<file path="src/iqo_pkg.sv">
// Constants and a decode helper for the interpolation quadrature output block
//
// Behaviour
// - Resolution code selects angle steps per period and interpolation factor.
// - Interpolation factor equals A output frequency over sine input frequency.
// - Steps counted edge to edge on A and B, four per factor unit.
// - Resolution four gives A and B at the sine input frequency.
// - Hysteresis codes 0 to 13 give multiples of 0.9 degree.
// - Hysteresis code E gives half a step, code F one full step.
// - Internal A/B cycles within each period are counted; count equals factor.
// - Cycle count is zero at phase zero and ends at factor minus one.
// - Each internal cycle runs 11, 10, 00, 01 for A and B.
// - Config bit 7 inverts A; complementary pin is the opposite.
// - Config bit 6 inverts B; complementary pin is the opposite.
// - Config bit 5 inverts index; complementary pin is the opposite.
// - Config bit 4 exchanges which internal channel carries A and B.
// - Config bits 3:0 enable the index for each A/B state.
// - Index cycle select bit 7 restricts index to cycle matching bits 6:0.
// - An unreachable selected cycle yields no index pulse at all.
// - Sync select 0 follows index channel; 1 aligns index to A/B edges.
package iqo_pkg;

    // ------------------------------------------------------------
    // Widths
    // ------------------------------------------------------------
    localparam int ADDR_W = 8;
    localparam int DATA_W = 16;
    localparam int ANG_W  = 16;
    localparam int STEP_W = 9;
    localparam int CYC_W  = 7;

    // ------------------------------------------------------------
    // Register offsets
    // ------------------------------------------------------------
    localparam logic [7:0] OFS_SYNC    = 8'h02;
    localparam logic [7:0] OFS_OUT_CFG = 8'h19;
    localparam logic [7:0] OFS_IDX_POS = 8'h1A;
    localparam logic [7:0] OFS_RES     = 8'h1B;
    localparam logic [7:0] OFS_HYS     = 8'h1D;
    localparam logic [7:0] OFS_STATUS  = 8'h20;

    // ------------------------------------------------------------
    // Field positions
    // ------------------------------------------------------------
    localparam int SYNC_BIT  = 4;
    localparam int INV_A_BIT = 7;
    localparam int INV_B_BIT = 6;
    localparam int INV_Z_BIT = 5;
    localparam int SWAP_BIT  = 4;
    localparam int MASK_BIT  = 7;

    // ------------------------------------------------------------
    // Values after reset
    // ------------------------------------------------------------
    localparam logic [7:0]  RST_OUT_CFG = 8'h08;
    localparam logic [7:0]  RST_IDX_POS = 8'h00;
    localparam logic [14:0] RST_RES     = 15'h00E0;
    localparam logic [3:0]  RST_HYS     = 4'h0;
    localparam logic [6:0]  RST_IPF     = 7'h01;

    // ------------------------------------------------------------
    // Hysteresis: unit in angle units of 1/65536 period, widths in fractional step units of 1/65536 step
    // ------------------------------------------------------------
    localparam logic [11:0] HYS_UNIT_ANG = 12'h0A4;
    localparam logic [3:0]  HYS_HALF_CODE = 4'hE;
    localparam logic [3:0]  HYS_FULL_CODE = 4'hF;
    localparam logic [25:0] HYS_HALF = 26'h0008000;
    localparam logic [25:0] HYS_FULL = 26'h0010000;
    localparam logic [25:0] ONE_STEP = 26'h0010000;

    // Factor per resolution code; zero marks an unknown code
    function automatic logic [6:0] res_to_ipf(input logic [14:0] code);
        logic [6:0] f;
        case (code)
            15'h00E0: f = 7'h01;
            15'h01B0: f = 7'h02;
            15'h02A0: f = 7'h03;
            15'h0398: f = 7'h04;
            15'h0414: f = 7'h05;
            15'h0590: f = 7'h06;
            15'h078C: f = 7'h08;
            15'h090A: f = 7'h0A;
            15'h0B88: f = 7'h0C;
            15'h0F86: f = 7'h10;
            15'h1305: f = 7'h14;
            15'h1784: f = 7'h18;
            15'h1804: f = 7'h19;
            15'h1F83: f = 7'h20;
            15'h2F82: f = 7'h30;
            15'h3102: f = 7'h32;
            15'h5F81: f = 7'h60;
            15'h6301: f = 7'h64;
            default:  f = 7'h00;
        endcase
        return f;
    endfunction

endpackage

</file>
<file path="src/iqo_sync.sv">
// Two-stage synchroniser for a level arriving from outside the clock domain
`timescale 1ns/10ps
module iqo_sync #(
    parameter int STAGES = 2
) (
    // Clock and reset
    input  wire logic i_clk,
    input  wire logic i_rst,
    // Level in and out
    input  wire logic i_async,
    output logic      o_sync
);

    typedef struct packed {
        logic [STAGES-1:0] sh;
    } iqo_sync_s;

    iqo_sync_s st_reg;
    iqo_sync_s st_next;

    // Fewer than two stages cannot guard against metastability
    if (STAGES < 2) begin : g_bad
        $error("iqo_sync needs at least two stages");
    end

    always_comb begin
        st_next    = st_reg;
        st_next.sh = {st_reg.sh[STAGES-2:0], i_async};
    end

    always_ff @(posedge i_clk) begin
        if (i_rst) begin
            st_reg <= '0;
        end else begin
            st_reg <= st_next;
        end
    end

    assign o_sync = st_reg.sh[STAGES-1];

endmodule

</file>
<file path="src/iqo_top.sv">
// Tracking step counter, quadrature and index output logic with its registers
//
// Decided for this implementation: strobed register access.
`timescale 1ns/10ps
module iqo_top #(
    parameter int SYNC_STAGES = 2
) (
    // Clock and reset
    input  wire logic                       i_clk,
    input  wire logic                       i_rst,
    // Register port
    input  wire logic [iqo_pkg::ADDR_W-1:0] i_addr,
    input  wire logic [iqo_pkg::DATA_W-1:0] i_wdata,
    input  wire logic                       i_wr,
    input  wire logic                       i_rd,
    output logic      [iqo_pkg::DATA_W-1:0] o_rdata,
    // Converter angle and index gate
    input  wire logic [iqo_pkg::ANG_W-1:0]  i_angle,
    input  wire logic                       i_index_gate,
    // Incremental outputs
    output logic                            o_out_a_true,
    output logic                            o_out_a_comp,
    output logic                            o_out_b_true,
    output logic                            o_out_b_comp,
    output logic                            o_out_index_true,
    output logic                            o_out_index_comp
);

    // ------------------------------------------------------------
    // State
    // ------------------------------------------------------------
    typedef struct packed {
        logic [7:0]  out_cfg;
        logic [7:0]  idx_pos;
        logic [14:0] res_code;
        logic [3:0]  hys;
        logic        sync_sel;
        logic [6:0]  interpolation_factor;
        logic [8:0]  step;
        logic        z;
        logic        a_t;
        logic        a_c;
        logic        b_t;
        logic        b_c;
        logic        z_t;
        logic        z_c;
        logic [15:0] rdata;
    } iqo_state_s;

    iqo_state_s st_reg;
    iqo_state_s st_next;

    logic        gate_s;
    logic [8:0]  step_cnt;
    logic [24:0] prod;
    logic [24:0] modulus;
    logic [24:0] base;
    logic [25:0] half;
    logic [25:0] diff;
    logic [25:0] hys_w;
    logic [11:0] hys_ang;
    logic [20:0] hys_prod;
    logic [6:0]  new_ipf;
    logic        a_n;
    logic        b_n;
    logic        first_n;
    logic        second_n;
    logic [6:0]  cyc_n;
    logic [1:0]  sel_n;
    logic        en_n;
    logic        mask_ok;
    logic        zi_n;
    logic        moved;

    // ------------------------------------------------------------
    // Gate synchroniser
    // ------------------------------------------------------------
    iqo_sync #(
        .STAGES  (SYNC_STAGES)
    ) u_gate_sync (
        .i_clk   (i_clk),
        .i_rst   (i_rst),
        .i_async (i_index_gate),
        .o_sync  (gate_s)
    );

    // ------------------------------------------------------------
    // Tracking arithmetic
    // ------------------------------------------------------------
    // Scaling by the step count avoids any divider; one step per clock
    always_comb begin
        step_cnt = {st_reg.interpolation_factor, 2'b00};
        prod     = {9'h000, i_angle} * {16'h0000, step_cnt};
        modulus  = {step_cnt, 16'h0000};
        base     = {st_reg.step, 16'h0000};
        half     = {2'b00, modulus[24:1]};
        diff     = {1'b0, prod} - {1'b0, base};
        // Fold the difference into the nearest half period
        if ($signed(diff) > $signed(half)) begin
            diff = diff - {1'b0, modulus};
        end else if ($signed(diff) < -$signed(half)) begin
            diff = diff + {1'b0, modulus};
        end
    end

    // Hysteresis width in the same fractional step units
    always_comb begin
        hys_ang  = 12'(st_reg.hys * iqo_pkg::HYS_UNIT_ANG);
        // Operands widened first so the product keeps all its bits
        hys_prod = {9'h000, hys_ang} * {12'h000, step_cnt};
        case (st_reg.hys)
            4'h0: begin
                hys_w = 26'h0000000;
            end
            iqo_pkg::HYS_HALF_CODE: begin
                hys_w = iqo_pkg::HYS_HALF;
            end
            iqo_pkg::HYS_FULL_CODE: begin
                hys_w = iqo_pkg::HYS_FULL;
            end
            default: begin
                hys_w = {5'h00, hys_prod};
            end
        endcase
    end

    // ------------------------------------------------------------
    // Next state
    // ------------------------------------------------------------
    always_comb begin
        st_next = st_reg;
        new_ipf = iqo_pkg::res_to_ipf(i_wdata[14:0]);

        // Register writes
        if (i_wr) begin
            case (i_addr)
                iqo_pkg::OFS_SYNC: begin
                    st_next.sync_sel = i_wdata[iqo_pkg::SYNC_BIT];
                end
                iqo_pkg::OFS_OUT_CFG: begin
                    st_next.out_cfg = i_wdata[7:0];
                end
                iqo_pkg::OFS_IDX_POS: begin
                    st_next.idx_pos = i_wdata[7:0];
                end
                iqo_pkg::OFS_RES: begin
                    st_next.res_code = i_wdata[14:0];
                    // Unknown codes leave the factor unchanged
                    if (new_ipf != 7'h00) begin
                        st_next.interpolation_factor = new_ipf;
                    end
                end
                iqo_pkg::OFS_HYS: begin
                    st_next.hys = i_wdata[3:0];
                end
                default: begin
                end
            endcase
        end

        // Register reads; data stand one cycle only
        st_next.rdata = 16'h0000;
        if (i_rd) begin
            case (i_addr)
                iqo_pkg::OFS_SYNC: begin
                    st_next.rdata[iqo_pkg::SYNC_BIT] = st_reg.sync_sel;
                end
                iqo_pkg::OFS_OUT_CFG: begin
                    st_next.rdata = {8'h00, st_reg.out_cfg};
                end
                iqo_pkg::OFS_IDX_POS: begin
                    st_next.rdata = {8'h00, st_reg.idx_pos};
                end
                iqo_pkg::OFS_RES: begin
                    st_next.rdata = {1'b0, st_reg.res_code};
                end
                iqo_pkg::OFS_HYS: begin
                    st_next.rdata = {12'h000, st_reg.hys};
                end
                iqo_pkg::OFS_STATUS: begin
                    st_next.rdata = {st_reg.interpolation_factor, st_reg.step};
                end
                default: begin
                    st_next.rdata = 16'h0000;
                end
            endcase
        end

        // Step tracking: at most one step per clock keeps edges clean
        if (st_reg.step >= step_cnt) begin
            // Shrunk resolution: walk back in single steps
            st_next.step = st_reg.step - 9'h001;
        end else if ($signed(diff) >= $signed(iqo_pkg::ONE_STEP + hys_w)) begin
            if (st_reg.step == step_cnt - 9'h001) begin
                st_next.step = 9'h000;
            end else begin
                st_next.step = st_reg.step + 9'h001;
            end
        end else if ($signed(diff + hys_w) < 0) begin
            if (st_reg.step == 9'h000) begin
                st_next.step = step_cnt - 9'h001;
            end else begin
                st_next.step = st_reg.step - 9'h001;
            end
        end
        moved = (st_next.step != st_reg.step);

        // Quadrature state from the step: 11, 10, 00, 01
        a_n   = ~st_next.step[1];
        b_n   = ~(st_next.step[1] ^ st_next.step[0]);
        cyc_n = st_next.step[8:2];

        // Channel assignment
        if (st_next.out_cfg[iqo_pkg::SWAP_BIT]) begin
            first_n  = b_n;
            second_n = a_n;
        end else begin
            first_n  = a_n;
            second_n = b_n;
        end

        // Index channel
        sel_n   = {a_n, ~(a_n ^ b_n)};
        en_n    = st_next.out_cfg[sel_n];
        mask_ok = ~st_next.idx_pos[iqo_pkg::MASK_BIT]
                | ((st_next.idx_pos[6:0] < st_next.interpolation_factor)
                   & (cyc_n == st_next.idx_pos[6:0]));
        zi_n    = gate_s & en_n & mask_ok;

        // Follow the channel, or only pick it up on an A/B edge
        if (!st_next.sync_sel || moved) begin
            st_next.z = zi_n;
        end

        // Output stage with inversion
        st_next.a_t = first_n ^ st_next.out_cfg[iqo_pkg::INV_A_BIT];
        st_next.a_c = ~st_next.a_t;
        st_next.b_t = second_n ^ st_next.out_cfg[iqo_pkg::INV_B_BIT];
        st_next.b_c = ~st_next.b_t;
        st_next.z_t = st_next.z ^ st_next.out_cfg[iqo_pkg::INV_Z_BIT];
        st_next.z_c = ~st_next.z_t;
    end

    // ------------------------------------------------------------
    // State register
    // ------------------------------------------------------------
    always_ff @(posedge i_clk) begin
        if (i_rst) begin
            st_reg          <= '0;
            st_reg.out_cfg  <= iqo_pkg::RST_OUT_CFG;
            st_reg.idx_pos  <= iqo_pkg::RST_IDX_POS;
            st_reg.res_code <= iqo_pkg::RST_RES;
            st_reg.hys      <= iqo_pkg::RST_HYS;
            st_reg.interpolation_factor      <= iqo_pkg::RST_IPF;
            // Step zero is A=1 B=1 with default config
            st_reg.a_t      <= 1'b1;
            st_reg.b_t      <= 1'b1;
            st_reg.z_c      <= 1'b1;
        end else begin
            st_reg <= st_next;
        end
    end

    // ------------------------------------------------------------
    // Outputs
    // ------------------------------------------------------------
    assign o_rdata          = st_reg.rdata;
    assign o_out_a_true     = st_reg.a_t;
    assign o_out_a_comp     = st_reg.a_c;
    assign o_out_b_true     = st_reg.b_t;
    assign o_out_b_comp     = st_reg.b_c;
    assign o_out_index_true = st_reg.z_t;
    assign o_out_index_comp = st_reg.z_c;

endmodule

</file>
<file path="config.mk">
export PLATFORM = sky130hd
export DESIGN_NAME = iqo_top
export DESIGN_NICKNAME = d
export VERILOG_FILES = /design/src/iqo_pkg.sv /design/src/iqo_sync.sv /design/src/iqo_top.sv
export SDC_FILE = /design/constraint.sdc
export NUM_CORES = 1
export LEC_CHECK = 0
export BUFFER_PORTS_ARGS = -buffer_cell sky130_fd_sc_hd__buf_2
export CORE_MARGIN = 3
export CORE_UTILIZATION = 45
export DETAILED_ROUTE_END_ITERATION = 16
export PLACE_DENSITY_LB_ADDON = 0.3
export SLEW_MARGIN = 10
export SYNTH_ARGS = -nofsm -noshare
export SYNTH_HDL_FRONTEND = slang
export SYNTH_SLANG_ARGS = --single-unit
</file>
<file path="constraint.sdc">
create_clock -name i_clk -period 18.3 [get_ports i_clk]
set_input_delay 3.66 -clock i_clk [delete_from_list [all_inputs] [get_ports i_clk]]
set_output_delay 3.66 -clock i_clk [all_outputs]
set_load 0.02 [all_outputs]
</file>
Word-level counts from Yosys, hierarchy flattened --
Cells that the tools add are included.
Storage, ports and cells: bits in registers 77, output and inout port bits 22, logic and storage cells 114
Operators by class: add/sub/neg operators 9, multiply operators 3, $lt $le $gt $ge 7, eq/ne operators 29, multiplexer cells 25, bitwise operators 17, reduce and logical (&&, ||, !) cells 8
Operators with widths (number):
- 7-bit case mux with 18 select lines | 1
- 21-bit case mux with 3 select lines | 1
- 15-bit by 13-bit equality test with 1-bit output (second input constant) | 4
- 26-bit two-way mux | 2
- 15-bit by 11-bit equality test with 1-bit output (second input constant) | 3
- 15-bit by 12-bit equality test with 1-bit output (second input constant) | 3
- 9-bit two-way mux | 5
- 11-bit case mux with 4 select lines | 1
- 43-bit two-way mux | 1
- 8-bit by 5-bit equality test with 1-bit output (second input constant) | 4
- 15-bit by 10-bit equality test with 1-bit output (second input constant) | 2
- 15-bit by 14-bit equality test with 1-bit output (second input constant) | 2
- 15-bit equality test (second input constant) | 2
- 17-bit by 26-bit adder with 26-bit output (first input constant) | 1
- 26-bit by 21-bit adder with 26-bit output | 1
- 26-bit by 25-bit adder with 26-bit output | 1
- 26-bit >= comparator | 1
- 26-bit by 25-bit greater-than comparator with 1-bit output | 1
- 26-bit by 1-bit less-than comparator with 1-bit output (second input constant) | 1
- 26-bit less-than comparator | 1
- 24-bit negator with 26-bit output | 1
- 25-bit by 25-bit subtractor with 26-bit output | 1
- 26-bit by 25-bit subtractor with 26-bit output | 1
- 16-bit by 7-bit multiplier with 23-bit output | 1
- other kinds (34) | 56

Longest topological paths before layout --
depth in word-level cells 21, gate-level depth with buffers 60

Hierarchy --
Synthesis repeated with hierarchy kept, for this count alone.
Unflattened totals: cell total of the unflattened synthesis 1748, area total of the unflattened synthesis 13613.1 um^2
Modules (own cells, without submodules):
- iqo_top | times used 1, cells each 1744, area an instance 13560.5 um^2
- iqo_sync | times used 1, cells each 4, area an instance 52.6 um^2

Least setup slack after synthesis --
OpenSTA, ideal clock, no wires.
path kind input port to flip-flop, from in i_angle[3] (netlist name), to reg st_reg, in the netlist o_out_index_true, setup time 0.127 ns, arrival time 15.117 ns, path slack 3.056 ns, cell stages on the path 53, buffers on the path 1, path through and2_1 > fa_1 > inv_1 > fa_1 > inv_1 > fa_1 > inv_1 > fa_1 > inv_1 > ha_1 > a21oi_1 > nand2b_1 > a31oi_1 > o211ai_1 > nand2_1 > a21o_1 > nand2_1 > a21boi_0 > (+17 left out) > nor3_1 > nor3_2 > inv_2 > ha_1 > nand4_1 > nor2_1 > and2_1 > a2111oi_0 > nand4_1 > or2_2 > o311a_1 > a311o_1 > a221o_1 > a21oi_2 > mux2_2 > mux4_2 > o2111a_1 > or3_1
Between the ends: longest elaborated chain between the ends 20, elaborated cells between the ends (all ways) 30, those cells by class add/sub: 4; mul: 1; order compare: 4; eq/ne: 2; mux: 8; bitwise: 10; reduce/logical: 1
Ends and longest elaborated chain:
- start, declared | line iqo_top.sv:18 | input wire logic [iqo_pkg::ANG_W-1:0] i_angle,
- 16-bit by 7-bit multiplier with 23-bit output * | line iqo_top.sv:93 | prod = {9'h000, i_angle} * {16'h0000, step_cnt};
- 25-bit by 25-bit subtractor with 26-bit output * | line iqo_top.sv:97 | diff = {1'b0, prod} - {1'b0, base};
- 26-bit by 25-bit adder with 26-bit output or 26-bit less-than comparator (tied branches) | line iqo_top.sv:102, iqo_top.sv:101
- 26-bit two-way mux | line iqo_top.sv:101 | end else if ($signed(diff) < -$signed(half)) begin
- 26-bit two-way mux * | line iqo_top.sv:99 | if ($signed(diff) > $signed(half)) begin
- 26-bit by 21-bit adder with 26-bit output | line iqo_top.sv:199 | end else if ($signed(diff + hys_w) < 0) begin
- 26-bit by 1-bit less-than comparator with 1-bit output | line iqo_top.sv:199
- 9-bit two-way mux | line iqo_top.sv:199
- (+3 left out)
- 1-bit inverter | line iqo_top.sv:210 | b_n = ~(st_next.step[1] ^ st_next.step[0]);
- 1-bit XOR | line iqo_top.sv:223 | sel_n = {a_n, ~(a_n ^ b_n)};
- 1-bit inverter | line iqo_top.sv:223
- 1-bit binary-select mux with 2-bit select | line iqo_top.sv:224 | en_n = st_next.out_cfg[sel_n];
- 1-bit two-way mux (implied by the code) | line iqo_top.sv:224
- 1-bit bitwise AND (2 in a row) | line iqo_top.sv:228 | zi_n = gate_s & en_n & mask_ok;
- 1-bit two-way mux * | line iqo_top.sv:231 | if (!st_next.sync_sel || moved) begin
- 1-bit XOR * | line iqo_top.sv:240 | st_next.z_t = st_next.z ^ st_next.out_cfg[iqo_pkg::INV_Z_BIT];
- end signal, assigned | line iqo_top.sv:260 | st_reg <= st_next;
- end, declared | line iqo_top.sv:50 | iqo_state_s st_reg;
Every way passes the cells marked *; elsewhere a longest branch is shown, timed or not. The select of a mux whose other input is x is not followed. A chain may end at the register's enable or synchronous reset.

Final worst setup path --
Ends and elaborated chain as after synthesis.

==> impl_metrics.csv <==
group,metric,value,unit
clock_network,worstSkewPairLatency,350,ps
clock_network,root_buffer,"clkbuf_16",
floorplanning,initial_core_util,46.06,%
setup_path,r2r_setup_slack,3940,ps
setup_path,worstPathMaxFanout,12,
yosys,synth_simple_gate_area_share,23.01,%
yosys,synth_compound_area_share,18.26,%
drt,drc,0,
yosys,synthXorXnorAreaFrac,5.115,%
drt,routed-via-count,13110,
placement,dp_cells,2201,
sta,post-route-period-util,92.29,%
yosys,synth-seq-area-share,10.83,%
floorplanning,io_pins,67,
cells_and_area,final_common_cell,"nand2_1",
placement,preCtsSetupSlack,1285,ps
yosys,syn_area_per_cell,7.831,µm²
setup_path,required,18530,ps
cells_and_area,mostFrequentLayoutCells,"207 x nand2_1, 205 x inv_1, 174 x ha_1",
clock_network,numCtsBuffers,9,
floorplanning,dieWidth,183.9,µm
setup_path,critical_path_class,"input port to register",
drt,viasPerCell,5.913,
yosys,synth_edf_count,0,
sta,setup_tns,0,ps
cells_and_area,drive_gt1_share,8.512,%
global_routing,grt_antenna_before_repair,1,
floorplanning,chipHeight,183.9,µm
yosys,synth_top_family_by_area,"adder cells",
placement,placedInstanceArea,14780,µm²
sta,fmax,59.21,MHz
cells_and_area,fin_area,15070,µm²
global_routing,grt_pass1_vias,13210,
floorplanning,die_area,33810,µm²
hold_path,min_delay_worst_endpoint,"u_gate_sync.st_reg[1]$_SDFF_PP0_",
job,drv_cap,0,
clock_network,cts_tree,"built",
hold_path,hold_class,"register to register",
cells_and_area,n_fill_cell,3019,
placement,place.gp.congestion,0.9956,
placement,portBuffers,65,
clock_network,holdBufCountCts,0,
hold_path,min_delay_path_depth,1,
sta,slew_headroom,20.68,%
sta,layout_setup_ws,1411,ps
hold_path,min_from,"u_gate_sync.st_reg[0]$_SDFF_PP0_",
drt,drtIter0Drc,1109,
clock_network,postCtsSetupRepairBufs,0,
global_routing,grt_overflow,0,
setup_path,end_kind,"register",
floorplanning,core,30910,µm²
yosys,synth_cell_types,94,
cells_and_area,stdcell_count,2217,
drt,avgRoutedWirePerCell,18.83,µm
global_routing,grt_max_degree,65,
clock_network,cts_resized,0,
cells_and_area,largest_reg_flops,36,
cells_and_area,multi_input_area,11480,µm²
clock_network,cts_sinks,77,
setup_path,rr_startpoint,"half[18]$_SDFF_PP0_",
yosys,ys_ff_latch,77,
setup_path,reg2regPathDepth,53,
sta,skew,9.980,ps
yosys,yosys.area_share.adder,30.90,%
setup_path,start_kind,"input port",
global_routing,grt_use_total,24.49,%
setup_path,crit_path_top_delay_cell,"fa_1",
yosys,ys.flop_type,"dfxtp_1",
global_routing,grt_pass1_wl,67650,µm
yosys,ys_async_sr_fraction,0,%
setup_path,timing.rr.end,"o_out_index_true$_SDFF_PP0_",
sta,rsz0062_at_grt,"no",
floorplanning,rows,64,
setup_path,crit_arrival,17120,ps
clock_network,clock_path_buffers,2,
setup_path,crit_start,"i_angle[3]",
clock_network,htreeDepth,3,
cells_and_area,final_nets,2146,
sta,period_needed,16890,ps
setup_path,crit_top_cell,"inv_1",
drt,drtPass1Iterations,7,
cells_and_area,diodes,0,
placement,post-dp-hpwl,32890,µm
cells_and_area,seq_area,1541,µm²
yosys,synth_mux_area_share,3.305,%
sta,final-hold-violation-count,0,
yosys,synth_cells,1818,
outcome,status,"complete, no violations",
setup_path,cpPeakStageDelay,550,ps
drt,ant_nets,0,
sta,tightest_slew,1185,ps
drt,drt-total-wl,41740,µm
cells_and_area,area_growth,5.880,%
clock_network,clk_pin_slew_worst_paths,60,ps
power_and_ir_drop,power_density,97.66,nW/µm²
power_and_ir_drop,ir_drop,0.08208,mV
sta,finalSetupViolCount,0,
yosys,syn_nets,2148,
sta,finalMaxSlewViolations,0,
yosys,synth_warnings,0,
yosys,netlist_area,14240,µm²
power_and_ir_drop,p_leak,7.235,nW
-- where the power goes --
group          leakage, nW  internal (mW)  switching (mW)
clock network        0.143          0.107          0.0738
logic                 6.47          0.411           0.664
registers            0.624          0.181          0.0350
total                 7.24          0.699           0.773
-- area by class of cell --
class                   count  share of cell area (%)
repair buffers             84                   3.105
clock buffers              10                   1.519
multi-input cells        1433                   76.15
inverters                 211                   5.254
clock inverters             6                  0.4565
flip-flops and latches     77                   10.23
well taps                 396                   3.287
-- Yosys cell counts, types with 6 or more instances --
| cell | number | area [µm²] |
|---|---|---|
| nand4_1 | 18 | 112.6 |
| buf_4 | 16 | 120.1 |
| dfxtp_1 | 77 | 1541 |
| or4_1 | 8 | 60.06 |
| a211oi_1 | 17 | 127.6 |
| nand3_1 | 31 | 155.2 |
| a21oi_1 | 96 | 480.5 |
| nor2_1 | 124 | 465.5 |
| mux2_2 | 18 | 202.7 |
| o21bai_1 | 7 | 52.55 |
| xor2_1 | 17 | 148.9 |
| nor4_1 | 19 | 118.9 |
| a22oi_1 | 14 | 105.1 |
| a31o_2 | 6 | 52.55 |
| nand2_1 | 207 | 777.0 |
| o211ai_1 | 18 | 135.1 |
| o21ai_0 | 56 | 280.3 |
| xnor2_1 | 54 | 473.0 |
| a31oi_1 | 12 | 75.07 |
| or2_2 | 8 | 50.05 |
| and3_1 | 13 | 81.33 |
| or3_1 | 11 | 68.82 |
| nor2b_1 | 28 | 175.2 |
| clkbuf_1 | 74 | 277.8 |
| o21a_1 | 11 | 82.58 |
| ha_1 | 174 | 2177 |
| mux2i_1 | 22 | 220.2 |
| inv_1 | 205 | 769.5 |
| a21boi_0 | 7 | 52.55 |
| fa_1 | 111 | 2222 |
| and2_1 | 107 | 669.4 |
| nand3b_1 | 8 | 60.06 |
| nand2b_1 | 22 | 137.6 |
| o31ai_1 | 10 | 75.07 |
| nor3_1 | 36 | 180.2 |
| a21o_1 | 22 | 165.2 |
| o31a_1 | 6 | 52.55 |
-- kinds of logic (layout without fill, tap and decap cells) --
kind of cell	after synthesis	count (layout)
AND/OR/NAND/NOR	658	658
buffers and inverters	308	311
adder cells (fa/ha/maj)	285	285
AO/OA/AOI/OAI	371	371
flip-flops	77	77
XOR/XNOR	76	76
multiplexers	43	43
-- critical path, delay by kind of cell --
family | cells | cell delay, ps
simple gates | 17 | 3220
mux | 2 | 920
xor+xnor | 2 | 440
buf+inv | 9 | 1080
compound gates | 17 | 4400
fa+ha+maj | 8 | 3370
-- per-stage QoR --
stage          util (%)  hold WS [ps]  power, mW
2_1_floorplan         -         413.8     0.9797
3_3_place_gp      47.80         422.8      1.245
3_5_place_dp      47.80         435.0      1.261
4_1_cts           48.77         449.8      1.446
5_1_grt           48.77         467.6      1.584
6_report          48.77         443.9      1.472
-- worst max-delay path by stage --
| stage | slack, ps | cells after the start | end |
|---|---|---|---|
| 6_report | 1410 | 55 | o_out_index_true$_SDFF_PP0_ |
| 5_1_grt | 770 | 55 | o_out_index_true$_SDFF_PP0_ |
| 4_1_cts | 1580 | 55 | o_out_index_true$_SDFF_PP0_ |
| 3_5_place_dp | 1290 | 55 | o_out_index_true$_SDFF_PP0_ |
| 3_3_place_gp | 1390 | 55 | o_out_index_true$_SDFF_PP0_ |
| 2_1_floorplan | 3060 | 53 | o_out_index_true$_SDFF_PP0_ |
-- metal layers --
metal  vias to the layer above  GRT usage [%]  share of wire, %
met5                         -              0                 0
met2                       494          41.62                47
li1                       6229              -                 -
met3                       100          3.562               6.4
met4                         0          7.832               3.2
met1                      6287          32.14                43
Note: power is estimated with default switching activity, not from simulation.
